===== src/sos_defs.svh =====
// constants of the system oscillator select block
`ifndef SOS_DEFS_SVH
`define SOS_DEFS_SVH

// register offsets
`define SOS_OFS_CTRL        4'h0
`define SOS_OFS_TRIM        4'h1

// control and trim register field positions
`define SOS_CTRL_FREQ_HI    6
`define SOS_CTRL_FREQ_LO    4
`define SOS_CTRL_FAST_STB   2
`define SOS_CTRL_SLOW_STB   1
`define SOS_CTRL_SRC_SEL    0
`define SOS_TRIM_HI         4

// reset values and the slow frequency select code
`define SOS_RST_FREQ_SEL    3'h6
`define SOS_RST_SRC_SEL     1'h0
`define SOS_RST_TRIM        5'h00
`define SOS_FREQ_SLOW       3'h0

// amplifier gain codes
`define SOS_GAIN_OFF        2'h0
`define SOS_GAIN_LOW        2'h1
`define SOS_GAIN_MED        2'h2
`define SOS_GAIN_HIGH       2'h3

// timing
`define SOS_CLK_HZ          64'd25000000
`define SOS_CLK_PERIOD_NS   40
`define SOS_FAST_OSC_HZ     64'd8000000
`define SOS_SLOW_OSC_HZ     64'd31000
`define SOS_TRIM_STEP_NS    1000
`define SOS_TRIM_STEP_CYC   ((`SOS_TRIM_STEP_NS + `SOS_CLK_PERIOD_NS - 1) / `SOS_CLK_PERIOD_NS)
`define SOS_TRIM_INC_UNIT   16'h0054

`endif


===== src/sos_pkg.sv =====
// types of the system oscillator select block
package sos_pkg;

  // clock source modes held in the first configuration word
  typedef enum logic [2:0] {
    SOS_LOW_GAIN_CRYSTAL_MODE    = 3'h0,
    SOS_MEDIUM_GAIN_CRYSTAL_MODE = 3'h1,
    SOS_HIGH_GAIN_CRYSTAL_MODE   = 3'h2,
    SOS_EXTERNAL_CLOCK_MODE      = 3'h3,
    SOS_INTERNAL_OSC_GPIO_MODE   = 3'h4,
    SOS_INTERNAL_OSC_DIVIDED_CLOCK_OUTPUT_PIN_MODE = 3'h5,
    SOS_RES_CAP_GPIO_MODE        = 3'h6,
    SOS_RES_CAP_DIVIDED_CLOCK_OUTPUT_PIN_MODE      = 3'h7
  } sos_osc_mode_t;

  // trim slew states
  typedef enum logic [0:0] {
    SOS_TRIM_SETTLED = 1'b0,
    SOS_TRIM_MOVING  = 1'b1
  } sos_trim_state_t;

endpackage


===== src/sos_system_oscillator_select.sv =====
// system clock source selection, internal oscillator models and clock pin control
// Notes on behaviour
// - crystal modes drive amplifier gain low, medium or high respectively
// - resistor-capacitor divided_clock_output_pin mode drives second pin with source divided by four
// - resistor-capacitor gpio mode uses first pin, frees second pin as gpio
// - internal divided_clock_output_pin mode frees input pin, outputs internal clock divided by four
// - internal gpio mode frees both clock pins as gpio
// - internal config modes use the internal oscillators as system clock
// - fast internal oscillator nominally 8 MHz, adjustable by the trim value
// - slow internal oscillator nominally 31 kHz, untrimmed, independent of fast one
// - fast oscillator goes through postscaler; frequency select picks one of seven
// - fast oscillator enabled when select nonzero and source select, an internal config mode or two-speed set
// - read-only control bit reports fast oscillator stable
// - trim is 5-bit two's complement, reset to zero
// - fast frequency slews toward new trim during execution, no completion flag
// - trim never alters slow oscillator or timers running from it
// - software source select bit chooses external or internal clock
// - any reset loads frequency select with 110, the 4 MHz choice
// - select 000 picks slow oscillator; timers or monitor also enable it
// - source select 0 takes the clock from the configuration mode field
// - trim zero calibrated, positive raises, negative lowers frequency
//
// The register offsets and the plain strobed port were left to the implementer.
`timescale 1ns/10ps
`include "sos_defs.svh"

module sos_system_oscillator_select
  import sos_pkg::*;
#(
  parameter int PHASE_W = 16
) (
  // clock and reset
  input  wire logic       clk_i,
  input  wire logic       sys_rst_i,
  // register port
  input  wire logic [3:0] reg_addr_i,
  input  wire logic [7:0] reg_wdata_i,
  input  wire logic       reg_wr_i,
  input  wire logic       reg_rd_i,
  output logic      [7:0] reg_rdata_o,
  // configuration word one and timer enables
  input  wire logic [2:0] oscillator_config_select_i,
  input  wire logic       two_speed_startup_enable_i,
  input  wire logic       power_up_timer_en_i,
  input  wire logic       watchdog_timer_en_i,
  input  wire logic       fail_safe_clock_monitor_en_i,
  // analog oscillator ready indications
  input  wire logic       fast_osc_ready_i,
  input  wire logic       slow_osc_ready_i,
  // clock pins
  input  wire logic       first_oscillator_pin_i,
  output logic            second_oscillator_pin_o,
  output logic            second_oscillator_pin_oe_o,
  output logic            first_pin_gpio_o,
  output logic            second_pin_gpio_o,
  output logic      [1:0] amp_gain_o,
  // clock source status and ticks
  output logic            fast_osc_en_o,
  output logic            slow_osc_en_o,
  output logic            internal_src_o,
  output logic            sys_clk_tick_o,
  output logic            fast_osc_tick_o,
  output logic            slow_osc_tick_o
);

  // elaboration check on the phase accumulator width
  if (PHASE_W < 12 || PHASE_W > 24) begin : g_bad_width
    $error("PHASE_W must lie between 12 and 24");
  end

  // phase increments derived from clock rates
  localparam logic [PHASE_W-1:0] FAST_INC =
    PHASE_W'((`SOS_FAST_OSC_HZ << PHASE_W) / `SOS_CLK_HZ);
  localparam logic [PHASE_W-1:0] SLOW_INC =
    PHASE_W'((`SOS_SLOW_OSC_HZ << PHASE_W) / `SOS_CLK_HZ);
  localparam logic [PHASE_W-1:0] TRIM_UNIT = PHASE_W'(`SOS_TRIM_INC_UNIT);
  localparam logic [4:0]         SLEW_LAST = 5'(`SOS_TRIM_STEP_CYC - 1);

  // whole state of the block
  typedef struct packed {
    logic [2:0]          freq_sel;
    logic                src_sel;
    logic [4:0]          trim;
    logic [4:0]          eff_trim;
    logic [4:0]          slew_cnt;
    sos_trim_state_t     slew_st;
    logic                fast_rdy_s1;
    logic                fast_rdy_s2;
    logic                slow_rdy_s1;
    logic                slow_rdy_s2;
    logic                pin_s1;
    logic                pin_s2;
    logic                pin_prev;
    logic [PHASE_W-1:0]  fast_acc;
    logic [PHASE_W-1:0]  slow_acc;
    logic [5:0]          post_cnt;
    logic [1:0]          div_cnt;
    logic [7:0]          rdata;
    logic                pin2_out;
    logic                pin2_oe;
    logic                pin1_gpio;
    logic                pin2_gpio;
    logic [1:0]          gain;
    logic                fast_en;
    logic                slow_en;
    logic                internal;
    logic                sys_tick;
    logic                fast_tick;
    logic                slow_tick;
  } sos_state_t;

  sos_state_t st_ff;
  sos_state_t nxt_st;

  // next-state logic
  always_comb begin
    sos_osc_mode_t      mode;
    logic               use_internal;
    logic               cfg_internal;
    logic               fast_en;
    logic               slow_en;
    logic [PHASE_W:0]   fast_sum;
    logic [PHASE_W:0]   slow_sum;
    logic [PHASE_W-1:0] trim_adj;
    logic [PHASE_W-1:0] fast_inc;
    logic [5:0]         post_mask;
    logic               post_tick;
    logic               ext_tick;
    logic               src_tick;
    logic               divided_clock_output_pin_mode;
    logic [7:0]         ctrl_rd;
    mode         = sos_osc_mode_t'(oscillator_config_select_i);
    use_internal = 1'b0;
    cfg_internal = 1'b0;
    fast_en      = 1'b0;
    slow_en      = 1'b0;
    fast_sum     = '0;
    slow_sum     = '0;
    trim_adj     = '0;
    fast_inc     = '0;
    post_mask    = 6'h00;
    post_tick    = 1'b0;
    ext_tick     = 1'b0;
    src_tick     = 1'b0;
    divided_clock_output_pin_mode  = 1'b0;
    ctrl_rd      = 8'h00;
    nxt_st       = st_ff;

    // synchronisers for pin and analog ready levels
    nxt_st.fast_rdy_s1 = fast_osc_ready_i;
    nxt_st.fast_rdy_s2 = st_ff.fast_rdy_s1;
    nxt_st.slow_rdy_s1 = slow_osc_ready_i;
    nxt_st.slow_rdy_s2 = st_ff.slow_rdy_s1;
    nxt_st.pin_s1      = first_oscillator_pin_i;
    nxt_st.pin_s2      = st_ff.pin_s1;
    nxt_st.pin_prev    = st_ff.pin_s2;

    // register writes
    if (reg_wr_i && reg_addr_i == `SOS_OFS_CTRL) begin
      nxt_st.freq_sel = reg_wdata_i[`SOS_CTRL_FREQ_HI:`SOS_CTRL_FREQ_LO];
      nxt_st.src_sel  = reg_wdata_i[`SOS_CTRL_SRC_SEL];
    end
    if (reg_wr_i && reg_addr_i == `SOS_OFS_TRIM) begin
      nxt_st.trim = reg_wdata_i[`SOS_TRIM_HI:0];
    end

    // register reads, data valid only in the following cycle
    ctrl_rd[`SOS_CTRL_FREQ_HI:`SOS_CTRL_FREQ_LO] = st_ff.freq_sel;
    ctrl_rd[`SOS_CTRL_FAST_STB] = st_ff.fast_rdy_s2 & st_ff.fast_en;
    ctrl_rd[`SOS_CTRL_SLOW_STB] = st_ff.slow_rdy_s2 & st_ff.slow_en;
    ctrl_rd[`SOS_CTRL_SRC_SEL]  = st_ff.src_sel;
    nxt_st.rdata = 8'h00;
    if (reg_rd_i) begin
      case (reg_addr_i)
        `SOS_OFS_CTRL: nxt_st.rdata = ctrl_rd;
        `SOS_OFS_TRIM: nxt_st.rdata = {3'h0, st_ff.trim};
        default:       nxt_st.rdata = 8'h00;
      endcase
    end

    // source choice: software bit, else configuration mode
    cfg_internal = (mode == SOS_INTERNAL_OSC_GPIO_MODE) ||
                   (mode == SOS_INTERNAL_OSC_DIVIDED_CLOCK_OUTPUT_PIN_MODE);
    use_internal = st_ff.src_sel | cfg_internal;

    // oscillator enables
    fast_en = (st_ff.freq_sel != `SOS_FREQ_SLOW) &&
              (use_internal || two_speed_startup_enable_i);
    slow_en = ((st_ff.freq_sel == `SOS_FREQ_SLOW) &&
               (use_internal || two_speed_startup_enable_i)) ||
              power_up_timer_en_i || watchdog_timer_en_i ||
              fail_safe_clock_monitor_en_i;
    nxt_st.fast_en  = fast_en;
    nxt_st.slow_en  = slow_en;
    nxt_st.internal = use_internal;

    // trim slews one step per interval toward the written value
    case (st_ff.slew_st)
      SOS_TRIM_SETTLED: begin
        nxt_st.slew_cnt = 5'h00;
        if (st_ff.eff_trim != st_ff.trim) begin
          nxt_st.slew_st = SOS_TRIM_MOVING;
        end
      end
      SOS_TRIM_MOVING: begin
        if (st_ff.slew_cnt == SLEW_LAST) begin
          nxt_st.slew_cnt = 5'h00;
          if ($signed(st_ff.eff_trim) < $signed(st_ff.trim)) begin
            nxt_st.eff_trim = st_ff.eff_trim + 5'h01;
          end else if ($signed(st_ff.eff_trim) > $signed(st_ff.trim)) begin
            nxt_st.eff_trim = st_ff.eff_trim - 5'h01;
          end else begin
            nxt_st.slew_st = SOS_TRIM_SETTLED;
          end
        end else begin
          nxt_st.slew_cnt = st_ff.slew_cnt + 5'h01;
        end
      end
      default: begin
        nxt_st.slew_st  = SOS_TRIM_SETTLED;
        nxt_st.slew_cnt = 5'h00;
      end
    endcase

    // fast oscillator: signed trim shifts the phase increment
    trim_adj = {{(PHASE_W-5){st_ff.eff_trim[4]}}, st_ff.eff_trim} * TRIM_UNIT;
    fast_inc = FAST_INC + trim_adj;
    if (fast_en) begin
      fast_sum = {1'b0, st_ff.fast_acc} + {1'b0, fast_inc};
      nxt_st.fast_acc = fast_sum[PHASE_W-1:0];
    end else begin
      nxt_st.fast_acc = '0;
    end
    nxt_st.fast_tick = fast_en & fast_sum[PHASE_W];

    // slow oscillator: fixed increment, no trim path at all
    if (slow_en) begin
      slow_sum = {1'b0, st_ff.slow_acc} + {1'b0, SLOW_INC};
      nxt_st.slow_acc = slow_sum[PHASE_W-1:0];
    end else begin
      nxt_st.slow_acc = '0;
    end
    nxt_st.slow_tick = slow_en & slow_sum[PHASE_W];

    // postscaler picks one of seven fast-derived rates
    case (st_ff.freq_sel)
      3'h7:    post_mask = 6'h00;
      3'h6:    post_mask = 6'h01;
      3'h5:    post_mask = 6'h03;
      3'h4:    post_mask = 6'h07;
      3'h3:    post_mask = 6'h0F;
      3'h2:    post_mask = 6'h1F;
      3'h1:    post_mask = 6'h3F;
      default: post_mask = 6'h00;
    endcase
    if (st_ff.fast_tick) begin
      nxt_st.post_cnt = st_ff.post_cnt + 6'h01;
    end
    post_tick = st_ff.fast_tick && ((st_ff.post_cnt & post_mask) == post_mask);

    // external source: rising edge on the first pin
    ext_tick = st_ff.pin_s2 & ~st_ff.pin_prev;

    // selected oscillator tick
    if (use_internal) begin
      if (st_ff.freq_sel == `SOS_FREQ_SLOW) begin
        src_tick = st_ff.slow_tick;
      end else begin
        src_tick = post_tick;
      end
    end else begin
      src_tick = ext_tick;
    end
    nxt_st.sys_tick = src_tick;

    // free-running divide-by-four counter
    if (src_tick) begin
      nxt_st.div_cnt = st_ff.div_cnt + 2'h1;
    end

    // pin functions and amplifier gain per mode
    nxt_st.gain      = `SOS_GAIN_OFF;
    nxt_st.pin1_gpio = 1'b0;
    nxt_st.pin2_gpio = 1'b0;
    divided_clock_output_pin_mode      = 1'b0;
    case (mode)
      SOS_LOW_GAIN_CRYSTAL_MODE:    nxt_st.gain = `SOS_GAIN_LOW;
      SOS_MEDIUM_GAIN_CRYSTAL_MODE: nxt_st.gain = `SOS_GAIN_MED;
      SOS_HIGH_GAIN_CRYSTAL_MODE:   nxt_st.gain = `SOS_GAIN_HIGH;
      SOS_EXTERNAL_CLOCK_MODE:      nxt_st.pin2_gpio = 1'b1;
      SOS_RES_CAP_DIVIDED_CLOCK_OUTPUT_PIN_MODE:      divided_clock_output_pin_mode = 1'b1;
      SOS_RES_CAP_GPIO_MODE:        nxt_st.pin2_gpio = 1'b1;
      SOS_INTERNAL_OSC_DIVIDED_CLOCK_OUTPUT_PIN_MODE: begin
        nxt_st.pin1_gpio = 1'b1;
        divided_clock_output_pin_mode      = 1'b1;
      end
      SOS_INTERNAL_OSC_GPIO_MODE: begin
        nxt_st.pin1_gpio = 1'b1;
        nxt_st.pin2_gpio = 1'b1;
      end
      default: nxt_st.gain = `SOS_GAIN_OFF;
    endcase

    // divided clock drives the second pin only in divided_clock_output_pin modes
    nxt_st.pin2_oe  = divided_clock_output_pin_mode;
    if (divided_clock_output_pin_mode) begin
      nxt_st.pin2_out = nxt_st.div_cnt[1];
    end else begin
      nxt_st.pin2_out = 1'b0;
    end
  end

  // state register
  always_ff @(posedge clk_i or posedge sys_rst_i) begin
    if (sys_rst_i) begin
      st_ff          <= '0;
      st_ff.freq_sel <= `SOS_RST_FREQ_SEL;
      st_ff.src_sel  <= `SOS_RST_SRC_SEL;
      st_ff.trim     <= `SOS_RST_TRIM;
      st_ff.eff_trim <= `SOS_RST_TRIM;
      st_ff.slew_st  <= SOS_TRIM_SETTLED;
    end else begin
      st_ff <= nxt_st;
    end
  end

  // outputs straight from the state register
  assign reg_rdata_o                = st_ff.rdata;
  assign second_oscillator_pin_o    = st_ff.pin2_out;
  assign second_oscillator_pin_oe_o = st_ff.pin2_oe;
  assign first_pin_gpio_o           = st_ff.pin1_gpio;
  assign second_pin_gpio_o          = st_ff.pin2_gpio;
  assign amp_gain_o                 = st_ff.gain;
  assign fast_osc_en_o              = st_ff.fast_en;
  assign slow_osc_en_o              = st_ff.slow_en;
  assign internal_src_o             = st_ff.internal;
  assign sys_clk_tick_o             = st_ff.sys_tick;
  assign fast_osc_tick_o            = st_ff.fast_tick;
  assign slow_osc_tick_o            = st_ff.slow_tick;

endmodule


===== config.mk =====
export PLATFORM = sky130hd
export DESIGN_NAME = sos_system_oscillator_select
export DESIGN_NICKNAME = d
export VERILOG_FILES = /design/src/sos_pkg.sv /design/src/sos_system_oscillator_select.sv
export VERILOG_INCLUDE_DIRS = /design/src
export SDC_FILE = /design/constraint.sdc
export NUM_CORES = 1
export LEC_CHECK = 0
export BUFFER_PORTS_ARGS = -buffer_cell sky130_fd_sc_hd__buf_2
export CAP_MARGIN = 20
export CORE_MARGIN = 2
export CORE_UTILIZATION = 40
export CTS_BUF_LIST = sky130_fd_sc_hd__clkbuf_4 sky130_fd_sc_hd__clkbuf_8
export DETAILED_ROUTE_END_ITERATION = 10
export SLEW_MARGIN = 20
export SYNTH_ARGS = -nofsm -noshare
export SYNTH_HDL_FRONTEND = slang
export SYNTH_SLANG_ARGS = --single-unit

===== constraint.sdc =====
create_clock -name clk_i -period 6.3 [get_ports clk_i]
set_input_delay 0.315 -clock clk_i [delete_from_list [all_inputs] [get_ports clk_i]]
set_output_delay 0.315 -clock clk_i [all_outputs]
set_load 0.02 [all_outputs]

---- Word level (Yosys, flattened, before mapping) ----
Index checks and enable logic that the tools add are counted.
W data, S select, Z words.
word-level totals
  flip-flop bits (word level) ............. 87
  latch bits .............................. 0
  RAM bits ................................ 0
  bits in read-only memories .............. 0
  input bits .............................. 26
  output and inout bits ................... 20
  logic and storage cells ................. 109
  memories kept ........................... 0
operators by class
  add/subtract/negate cells ............... 8
  $mul .................................... 1
  div/mod/pow operators ................... 0
  order comparisons ....................... 2
  equality and inequality tests ........... 17
  shift-type cells ........................ 0
  multiplexer cells ....................... 23
  bitwise logic cells ..................... 9
  reduce and logical (&&, ||, !) cells .... 19
operators with widths
  kind                      number
  $pmux W6 S6               1
  $mux W17                  2
  $mux W16                  2
  $eq A3 B3 Y1 const B      7
  $add A16 B16 Y17          1
  $add A16 B7 Y17 const B   1
  $add A15 B16 Y16 const A  1
  $mul A16 B5 Y14 const B   1
  $mux W5                   3
  $pmux W7 S2               1
  $eq A3 B2 Y1 const B      4
  $pmux W6 S2               1
  $add A5 B1 Y5 const B     2
  $mux W1                   10
  $mux W7                   1
  $add A6 B1 Y6 const B     1
  $and A6 B6 Y6             1
  $eq A3 B1 Y1 const B      2
  $eq A6 B6 Y1              1
  $logic_not A3 Y1          2
  $pmux W2 S3               1
  $and A1 B1 Y1             5
  $eq A5 B5 Y1 const B      1
  $gt A5 B5 Y1              1
  other kinds (16)          26

---- Depth between registers and ports, before layout ----
  depth after elaboration ................. 10
  depth in mapped cells ................... 19
  mapped depth without buffers ............ 19

---- Worst setup path after synthesis ----
Ideal clock, no wire load.
  kind .................................... register to register
  start point ............................. register st_ff[77] (netlist bit)
  end point ............................... register st_ff[59] (netlist bit)
  setup time .............................. 0.121 ns
  arrival time ............................ 4.290 ns
  data required time ...................... 6.179 ns
  setup slack ............................. 1.889 ns
  stages on the path, launching flop included .. 19
  buffers on the path ..................... 0
  period minus slack after synthesis ...... 4.411 ns
  cell sequence ........................... dfrtp_1 ha_1 fa_1 inv_1 fa_1 inv_1 ha_1 or2_2 o22ai_2 xor2_1 a31oi_1 xnor2_1 ha_1 a21oi_1 o21bai_1 a221o_1 a21oi_1 xor2_1 nor2_1
RTL lines
  item                    RTL line                             source
  from (decl)             sos_system_oscillator_select.sv:112  sos_state_t st_ff;
  from (signal assigned)  sos_system_oscillator_select.sv:323  st_ff <= nxt_st;

==> results.md <==
* Nets at 589
* Worst Hold Launch: first_oscillator_pin_i
* Setup TNS at 0 ns
* CTS tree: built
* Cell count after synthesis at 477
* Fraction of registers with async set or reset after synthesis at 100.0%
* Cts repair resizes at 0
* Period utilization at 80.15%
* Worst setup EP type: flip-flop
* Largest net degree at the start of global routing at 87
* Setup violations, final at 0
* Gpl congestion at 0.8069
* Die Area at 0.01341 mm^2
* FP Rows at 40
* Synth Warn # at 0
* Top Ports at 46
* Worst Tran Pin Value at 0.7999 ns
* Synth Cell Area at 0.004999 mm^2
* Startpoint Class: flip-flop
* Ant. Diodes at 0
* Routed vias at 3470
* Reg2reg path depth at 18
* Post-synth EDFFs at 0
* RSZ-0062 raised after global routing: no
* #FFs+latches synth at 86
* WL per Instance at 12.91 um
* CTS clk-pin slew, worst paths at 0.09 ns
* Most frequent cells in the layout: 84 x dfrtp_1, 45 x nor2_1, 43 x buf_2
* Worst Path Required at 6.51 ns
* Critical path type: reg -> reg
* CTS Buf Count at 9
* Clk_lat worst skew at 0.36 ns
* # port buffers at 43
* Post-route cell area at 0.005528 mm^2
* Maximum net fanout on the critical path at 15
* Die W at 115.8 um
* Pre-antenna DRT Iters at 4
* Synthesized Nets at 551
* Slew Viols, Final at 0
* Predominant post-synthesis flop cell: dfrtp_1
* Hold_buf cts at 0
* Max_cap viols at 0
* Average instance area after synthesis at 10.48 um^2
* Sequential area share after synthesis at 43.10%
* Congestion Overflow GR at 0
* Filler Cells Inserted at 1135
* Hold Fails Final Rpt at 0
* Drc violations at 0
* Starting density of the core at 41.27%
* Slew headroom at 46.67%
* R2R setup slack at 1.25 ns
* DP HPWL at 6606 um
* Crit path DAT at 5.26 ns
* Initial DRC count at 225
* Final ANT Viol Nets at 0
* Status: complete, no violations
* Hold Slack at 0.05407 ns
* Longest Clk Path Bufs at 2
* DIE HEIGHT at 115.8 um
* F_max at 0.1980 GHz
* First-pass GRT wire length at 15300 um
* Fraction of layout cells with a size suffix above 1 at 17.88%
* Area growth from synthesis to layout at 10.59%
* Antenna violations before repair at 0
* Drt total wl at 8880 um
* Num Clock Sinks at 86
* Hold EP: nxt_st[61]$_DFF_PP0_
* Worst r2r src: st_ff[77]$_DFFE_PP0P_
* Min-Delay Path Depth at 1
* Vias in the first global route at 3376
* Most common cell after layout, fill and taps aside: dfrtp_1
* Worst hold path class: in -> reg
* Setup Skew at 0.007281 ns
* Total GRT Usage at 14.33%
* Cell Area, Placed at 0.005320 mm^2
* DR vias/cell at 5.044
* Total core area at 0.01211 mm^2
* H-tree depth at 3
* Yosys cell types at 63
* Setup Fix Bufs, Post-CTS at 0
* Clock Tree Root: clkbuf_8
* R2r endpoint: st_ff[59]$_DFF_PP0_
* Fin crit period at 5.050 ns
area by class of cell:
type                            instances  area (um^2)  share of cell area, %
Clock buffer                            9        123.9                  2.241
Clock inverter                          7        80.08                  1.449
Inverter                               28        106.4                  1.924
Multi-Input combinational cell        346         2626                  47.51
Sequential cell                        86         2155                  38.98
Tap cell                              168        210.2                  3.803
Timing Repair Buffer                   44        226.5                  4.097
critical path, cell delays in order (launching register included):
cell and delay [ns]:
dfrtp_1 0.62, ha_1 0.33, fa_1 0.49, inv_1 0.06, fa_1 0.50, inv_1 0.05, ha_1 0.21, or2_2 0.33
o22ai_2 0.25, xor2_1 0.26, a31oi_1 0.15, xnor2_1 0.17, ha_1 0.36, a21oi_1 0.27, o21bai_1 0.13, a221o_1 0.36
a21oi_1 0.15, xor2_1 0.15, nor2_1 0.05
synth_stat cells (9+ instances only):
cell type  instances  area, um^2
mux2_2            12       135.1
dfrtp_1           84        2102
a21oi_1           22       110.1
ha_1              42       525.5
buf_4             10       75.07
o21a_1            11       82.58
o21ai_0           13       65.06
xor2_1            21       183.9
xnor2_1           25       219.0
nor2b_1           12       75.07
nand2_1           26       97.59
nor2_1            45       168.9
a21o_1             9       67.56
inv_1             28       105.1
worst max-delay path by stage:
stage | start | endpoint | cells past startpoint
finish | st_ff[77]$_DFFE_PP0P_ | st_ff[59]$_DFF_PP0_ | 18
global route | st_ff[77]$_DFFE_PP0P_ | st_ff[59]$_DFF_PP0_ | 18
CTS | st_ff[77]$_DFFE_PP0P_ | st_ff[59]$_DFF_PP0_ | 18
detailed placement | st_ff[77]$_DFFE_PP0P_ | st_ff[59]$_DFF_PP0_ | 18
global placement | st_ff[77]$_DFFE_PP0P_ | st_ff[59]$_DFF_PP0_ | 18
floorplan | st_ff[77]$_DFFE_PP0P_ | st_ff[59]$_DFF_PP0_ | 18
cells by family (layout without fill, tap and decap cells):
logic type | count (synthesis) | in the layout | share of synthesized area (%)
and+or+nand+nor | 143 | 143 | 15.02
AOI/OAI and AO/OA | 93 | 93 | 13.17
adders and majority gates | 48 | 48 | 12.92
DFF | 86 | 86 | 43.10
other | 1 | 1 | 0.07502
muxes | 15 | 15 | 3.304
xor gates and xnor gates | 46 | 46 | 8.060
buffers and inverters | 45 | 88 | 4.355
stage by stage:
step           util (%)  std cells  worst slack [ns]
3_5_place_dp      43.93        672             1.294
3_3_place_gp      43.93        672             1.406
5_1_grt           45.64        688            0.9974
2_1_floorplan         -        477             1.889
4_1_cts           45.61        688             1.265
6_report          45.64        688             1.250
registers in the layout (all words and copies together), names as in the netlist:
register and cells:
second_oscillator_pin_oe_o 1, second_pin_gpio_o 1, slow_osc_en_o 1, nxt_st 4, fast_osc_en_o 1, st_ff 63
reg_rdata_o 7, internal_src_o 1, first_pin_gpio_o 1, amp_gain_o 2, slow_osc_tick_o 1, second_oscillator_pin_o 1
sys_clk_tick_o 1, fast_osc_tick_o 1
layer usage:
layer	vias to the layer above	share of wire, %	GRT usage, %
met4	0	1.6	5.714
met5	-	0	0
li1	1731	-	-
met1	1674	48	18.42
met3	11	3.4	2.563
met2	54	47	24.05
Power is not shown: default switching activity piles up to over one toggle a cycle in this logic, so the estimate is an artifact.
